--- src/design/output_link_pkg.sv ---
// package of offsets, reset values and carrier types for the output link registers
package output_link_pkg;

   // ----------------------------------------------------------------
   // register offsets
   // ----------------------------------------------------------------
   localparam logic [7:0] MODE_ADDR     = 8'h21;
   localparam logic [7:0] OVERRIDE_ADDR = 8'h22;
   localparam logic [7:0] DRIVER_ADDR   = 8'h27;
   localparam logic [7:0] CLOCK_ADDR    = 8'h28;

   // ----------------------------------------------------------------
   // reset values and writable masks
   // ----------------------------------------------------------------
   localparam logic [7:0] MODE_RESET     = 8'h00;
   localparam logic [7:0] OVERRIDE_RESET = 8'h00;
   localparam logic [7:0] DRIVER_RESET   = 8'h00;
   localparam logic [7:0] CLOCK_RESET    = 8'h28;
   localparam logic [7:0] MODE_MASK      = 8'h03;
   localparam logic [7:0] OVERRIDE_MASK  = 8'h01;
   localparam logic [7:0] DRIVER_MASK    = 8'hFF;
   // bit 6 is a strobe, never stored
   localparam logic [7:0] CLOCK_MASK     = 8'h3C;

   // ----------------------------------------------------------------
   // field positions
   // ----------------------------------------------------------------
   localparam int OVERRIDE_BIT   = 0;
   localparam int SWING_BIT      = 7;
   localparam int REG_CTRL_BIT   = 6;
   localparam int CLK_EN_BIT     = 5;
   localparam int LANE_MSB       = 4;
   localparam int BLOCK_RST_BIT  = 6;
   localparam int RATE_BIT       = 5;
   localparam int INVERT_BIT     = 4;
   localparam int DELAY_MSB      = 3;
   localparam int DELAY_LSB      = 2;
   localparam logic [1:0] ASI_CODE = 2'h3;
   localparam int DELAY_STEP_PS  = 80;

   typedef struct packed {
      logic       swing_boost;
      logic [4:0] lane_enable;
      logic       clock_enable;
      logic       clock_full_rate;
      logic       clock_invert;
      logic [1:0] clock_delay;
   } link_cfg_t;

endpackage : output_link_pkg

--- src/design/cfg_field.sv ---
// one configuration register with masked write and synchronous reset
`timescale 1ns/10ps
module cfg_field #(
   parameter logic [7:0] RESET_VAL = 8'h00,
   parameter logic [7:0] WR_MASK   = 8'hFF
) (
   input  wire logic       ref_clk,
   input  wire logic       rst,
   input  wire logic       ce,
   input  wire logic       wr,
   input  wire logic [7:0] wdata,
   output logic      [7:0] value
);
   // masked bits stay zero, so reserved bits read zero
   always_ff @(posedge ref_clk) begin
      if (rst) begin
         value <= RESET_VAL;
      end else if (ce && wr) begin
         value <= wdata & WR_MASK;
      end
   end
endmodule : cfg_field

--- src/design/output_link_control_regs.sv ---
// output link configuration registers and driver control
`timescale 1ns/10ps
module output_link_control_regs (
   input  wire logic                      ref_clk,
   input  wire logic                      rst,
   input  wire logic                      ce,
   input  wire logic                      reg_wr,
   input  wire logic                      reg_rd,
   input  wire logic [7:0]                reg_addr,
   input  wire logic [7:0]                reg_wdata,
   output logic      [7:0]                reg_rdata,
   input  wire logic                      asi_mode_pin,
   input  wire logic [5:0]                core_driver_enable,
   output output_link_pkg::link_cfg_t     link_cfg,
   output logic                           asi_mode,
   output logic                           output_block_reset
);
   import output_link_pkg::*;

   // ----------------------------------------------------------------
   // register storage
   // ----------------------------------------------------------------
   logic [7:0] mode_reg;
   logic [7:0] override_reg;
   logic [7:0] driver_reg;
   logic [7:0] clock_reg;
   logic       wr_mode;
   logic       wr_override;
   logic       wr_driver;
   logic       wr_clock;

   assign wr_mode     = reg_wr && (reg_addr == MODE_ADDR);
   assign wr_override = reg_wr && (reg_addr == OVERRIDE_ADDR);
   assign wr_driver   = reg_wr && (reg_addr == DRIVER_ADDR);
   assign wr_clock    = reg_wr && (reg_addr == CLOCK_ADDR);

   cfg_field #(.RESET_VAL(MODE_RESET), .WR_MASK(MODE_MASK)) u_mode (
      .ref_clk (ref_clk),
      .rst     (rst),
      .ce      (ce),
      .wr      (wr_mode),
      .wdata   (reg_wdata),
      .value   (mode_reg)
   );

   cfg_field #(.RESET_VAL(OVERRIDE_RESET), .WR_MASK(OVERRIDE_MASK)) u_override (
      .ref_clk (ref_clk),
      .rst     (rst),
      .ce      (ce),
      .wr      (wr_override),
      .wdata   (reg_wdata),
      .value   (override_reg)
   );

   cfg_field #(.RESET_VAL(DRIVER_RESET), .WR_MASK(DRIVER_MASK)) u_driver (
      .ref_clk (ref_clk),
      .rst     (rst),
      .ce      (ce),
      .wr      (wr_driver),
      .wdata   (reg_wdata),
      .value   (driver_reg)
   );

   cfg_field #(.RESET_VAL(CLOCK_RESET), .WR_MASK(CLOCK_MASK)) u_clock (
      .ref_clk (ref_clk),
      .rst     (rst),
      .ce      (ce),
      .wr      (wr_clock),
      .wdata   (reg_wdata),
      .value   (clock_reg)
   );

   // ----------------------------------------------------------------
   // read path
   // ----------------------------------------------------------------
   logic [7:0] next_rdata;

   always_comb begin
      unique case (reg_addr)
         MODE_ADDR:     next_rdata = mode_reg;
         OVERRIDE_ADDR: next_rdata = override_reg;
         DRIVER_ADDR:   next_rdata = driver_reg;
         CLOCK_ADDR:    next_rdata = clock_reg;
         default:       next_rdata = 8'h00;
      endcase
   end

   always_ff @(posedge ref_clk) begin
      if (rst) begin
         reg_rdata <= 8'h00;
      end else if (ce && reg_rd) begin
         reg_rdata <= next_rdata;
      end
   end

   // ----------------------------------------------------------------
   // mode selection
   // ----------------------------------------------------------------
   logic next_asi_mode;

   always_comb begin
      if (override_reg[OVERRIDE_BIT]) begin
         next_asi_mode = (mode_reg[1:0] == ASI_CODE);
      end else begin
         next_asi_mode = asi_mode_pin;
      end
   end

   always_ff @(posedge ref_clk) begin
      if (rst) begin
         asi_mode <= 1'b0;
      end else if (ce) begin
         asi_mode <= next_asi_mode;
      end
   end

   // ----------------------------------------------------------------
   // driver and clock configuration
   // ----------------------------------------------------------------
   link_cfg_t next_cfg;

   always_comb begin
      next_cfg.swing_boost = driver_reg[SWING_BIT];
      if (driver_reg[REG_CTRL_BIT]) begin
         next_cfg.clock_enable = driver_reg[CLK_EN_BIT];
         next_cfg.lane_enable  = driver_reg[LANE_MSB:0];
      end else begin
         next_cfg.clock_enable = core_driver_enable[CLK_EN_BIT];
         next_cfg.lane_enable  = core_driver_enable[LANE_MSB:0];
      end
      next_cfg.clock_full_rate = clock_reg[RATE_BIT];
      next_cfg.clock_invert    = clock_reg[INVERT_BIT];
      next_cfg.clock_delay     = clock_reg[DELAY_MSB:DELAY_LSB];
   end

   // registered so the pads see no decode glitches
   always_ff @(posedge ref_clk) begin
      if (rst) begin
         link_cfg <= '0;
      end else if (ce) begin
         link_cfg <= next_cfg;
      end
   end

   // ----------------------------------------------------------------
   // output block reset strobe
   // ----------------------------------------------------------------
   // one-cycle reset pulse
   always_ff @(posedge ref_clk) begin
      if (rst) begin
         output_block_reset <= 1'b0;
      end else if (ce) begin
         output_block_reset <= wr_clock && reg_wdata[BLOCK_RST_BIT];
      end
   end
endmodule : output_link_control_regs

--- config.mk ---
export PLATFORM = sky130hd
export DESIGN_NAME = output_link_control_regs
export DESIGN_NICKNAME = d
export VERILOG_FILES = /design/src/design/output_link_pkg.sv /design/src/design/cfg_field.sv /design/src/design/output_link_control_regs.sv
export SDC_FILE = /design/constraint.sdc
export NUM_CORES = 1
export LEC_CHECK = 0
export BUFFER_PORTS_ARGS = -buffer_cell sky130_fd_sc_hd__buf_4
export CORE_UTILIZATION = 40
export DETAILED_ROUTE_END_ITERATION = 10
export PLACE_DENSITY = 0.68
export SLEW_MARGIN = 0
export SYNTH_ARGS = -nofsm -noshare
export SYNTH_HDL_FRONTEND = slang
export SYNTH_SLANG_ARGS = --single-unit
--- constraint.sdc ---
create_clock -name ref_clk -period 4.4 [get_ports ref_clk]
set_clock_uncertainty 0.15 [all_clocks]
set_input_delay 0.88 -clock ref_clk [delete_from_list [all_inputs] [get_ports ref_clk]]
set_output_delay 0.88 -clock ref_clk [all_outputs]
set_load 0.1 [all_outputs]
==> summary.md <==
| Metric | Value |
|---|---|
| Core ar. | 3740 µm² |
| Die Width | approximately 65 µm |
| Synth Net Count | 190 |
| Syn avg cell area | 9.80 µm² |
| Ys flop type | dfxtp_1 |
| Reg-to-reg critical path startpoint | u_driver.value[1]$_SDFFE_PP0P_ |
| Total Wirelength | ~3.8 mm |
| CTS tree | done |
| Dpl hpwl | 2.77 mm |
| Die area | 4230 µm² |
| Cell Area, Synth | between 1500 and 2000 µm² |
| Slew @ Worst Pin | 569 ps |
| Via density | 5.36 |
| Hold Crit Class | register to register |
| Buf/Inv on CP | 1 |
| Fillers | ~370 |
| Top delay family on crit path | simple AND/OR/NAND/NOR gates |
| First-pass GRT wire length | 6.36 mm |
| PD cells | 327 nW/µm² |
| Worst reg2reg path depth | 4 |
| Peak VDD IR | between 0.2 and 0.25 mV |
| Syn. warnings | 0 |
| Worst reg2reg endpoint | reg_rdata[1]$_SDFFE_PP0P_ |
| Hold_buf cts | 0 |
| # clock sinks | 36 |
| Post_cts resized | 0 |
| Initial Util | 0.424 |
| Post-synthesis cell type count | 36 |
| Worst path slowest cell | or4b_4 |
| Critical Path Sink | u_driver.value[0]$_SDFFE_PP0P_ |
| Ys async rst share | 0 |
| Layout cells sized above 1 | 0.308 |
| CP max FO | 8 |
| Maxcap violations | 0 |
| Clk root buf | clkbuf_8 |
| Startpoint type of the worst setup path | input port |
| Commonest cells in the netlist | dfxtp_1, nor2_1, mux2i_1 |
| H-tree lvl count | 2 |
| Total gr overflow | 0 |
| First-pass DRT Iterations | 4 |
| Final Hold Fails | 0 |
| Pleak | slightly above 0.0008 µW |
| WP depth | 5 |
| Layout Nets | approximately 240 |
| Fmax | 414 MHz |
| Area Overhead vs Synth | 29.0% |
| DRC | 0 |
| Pins over their slew limit | 0 |
| WL per Instance | roughly 15 µm |
| Top-count cell post-synth | dfxtp_1 |
| Setup crit end kind | register |
| Number of synthesized flops with an enable pin | 0 |
| CTS Buf Count | 5 |
| I/O pin total | slightly below 50 |
| R2r setup slk | around 2900 ps |
| Crit path time final | between 2000 and 2500 ps |
| Arr. time, crit path | 2440 ps |
| Diode count | 0 |
| Setup violations, final | 0 |
| Slew margin rel. | 0.619 |
| Worst Min Path Start | reg_rdata[6]$_SDFFE_PP0P_ |
| Util after Layout | 0.547 |
| Setup repair bufs after CTS | 0 |
| Largest net degree at the start of global routing | 39 |
| Gpl congestion | 0.793 |
| Status | complete, no violations |
| IO Port Bufs | 48 |
| Initial antenna violation count | 0 |
| Site Rows | 22 |
| Required time worst endpoint | 4420 ps |
| RSZ-0062 raised after global routing | no |
| Cell Chain, Critical Path | buf_4 > or4b_4 > nor3_4 > mux2i_1 > nor2_1 |
| Worst-Skew Late Latency | 290 ps |
| Overall via count from detail_route | 1372 |
| Crit path from | reg_addr[7] |
| Post-DRT Antenna Nets | 0 |
| Mapped Cells | 162 |
| DRT iter0 DRCs | 57 |
| Flops & latches, synth | 36 |
| Slowest stage delay, CP | 610 ps |
| Final worst-path cycle share | 0.549 |
| Tot GR Track Use | 0.200 |
| Die Y-Extent | 65.0 µm |
| Tot Pwr | between 600 and 700 µW |
| Clk slew on worst S/H paths | ~70 ps |
| Post-synthesis sequential area ratio | 0.454 |
| Area leader, netlist | dfxtp_1 |
| Dominant cells by area after synthesis | dfxtp_1, mux2i_1, nor2_1, a211oi_1, nand3b_1 |
| Worst hold slack | just over 300 ps |
| CTS max path bufs | 2 |
| Worst setup path class | input port to register |
| Area share of the largest cell type after synthesis | 0.454 |
| Vias in the first global route | 1380 |
| Setup TNS | 0 ps |
-- worst min-delay path by stage --
stage / to / slack (ps) / depth (start not counted)
detailed placement: reg_rdata[6]$_SDFFE_PP0P_ / 300 / 2
floorplan: u_driver.value[1]$_SDFFE_PP0P_ / 320 / 2
global route: reg_rdata[7]$_SDFFE_PP0P_ / 330 / 2
global placement: reg_rdata[6]$_SDFFE_PP0P_ / 290 / 2
finish: reg_rdata[6]$_SDFFE_PP0P_ / 310 / 2
CTS: reg_rdata[6]$_SDFFE_PP0P_ / 310 / 2
-- final cells by class --
class,count,area (µm²),area share
timing repair buffer,48,360,0.176
sequential,36,721,0.352
clock inverter,3,18.8,0.00916
multi-input combinational,114,812,0.396
tap,48,60.1,0.0293
inverter,2,7.51,0.00367
clock buffer,5,68.8,0.0336
-- sequential cells by signal, summed over array words and instances, names as in the netlist --
register,count
link_cfg,11
reg_rdata,8
u_driver.value,8
u_clock.value,4
u_mode.value,2
asi_mode,1
output_block_reset,1
u_override.value,1
-- cell families (layout without fill, tap and decap cells) --
family                 Yosys count  in the layout  synth area share
muxes                           24             24             0.151
buffers and inverters           12             58            0.0347
DFF                             36             36             0.454
AOI/OAI and AO/OA               29             29             0.134
and+or+nand+nor                 61             61             0.226
-- layer usage --
metal  global-route usage  share of wire  vias to the layer above
met5                    0              0                        -
li1                     -              -                      675
met1                0.230           0.43                      650
met4               0.0917          0.017                        0
met2                0.344           0.51                       41
met3               0.0493          0.045                        6
-- worst register-to-register path, stage by stage, from the launching register on --
cell and delay (ps):
dfxtp_1 370, and3_1 170, a21oi_1 40, or4b_2 600, o21ai_0 150
-- layout by cell type (no fill, tap or decap), types with 2 or more instances in the layout --
cell      instances
or4b_2            2
clkbuf_8          5
nand4_1           2
nor2b_1           3
buf_4            48
o21ai_0           2
and3_1            2
a22oi_1           4
inv_1             2
dfxtp_1          36
o31ai_1           6
nand3b_1          6
a211o_1           3
a211oi_1          6
clkinv_2          2
a21oi_1           4
mux2i_1          24
nor2_1           30
nand2_1           4
-- report_power, final --
part | internal [µW] | total, µW | switching (µW)
Combinational | 32.7 | 104 | 71.3
Clock | 110 | 230 | 120
Sequential | 332 | 335 | 3.17
Total | 474 | 669 | 195
-- through the flow --
stage / instances / instance area [µm²] / setup slack, ps
5_1_grt: 256 / 2050 / 1890
3_3_place_gp: 248 / 1960 / 1680
2_1_floorplan: 162 / 1590 / 1930
6_report: 256 / 2050 / 1980
4_1_cts: 256 / 2050 / 1960
3_5_place_dp: 248 / 1960 / 1670
Power figures use the tool's default switching activity.
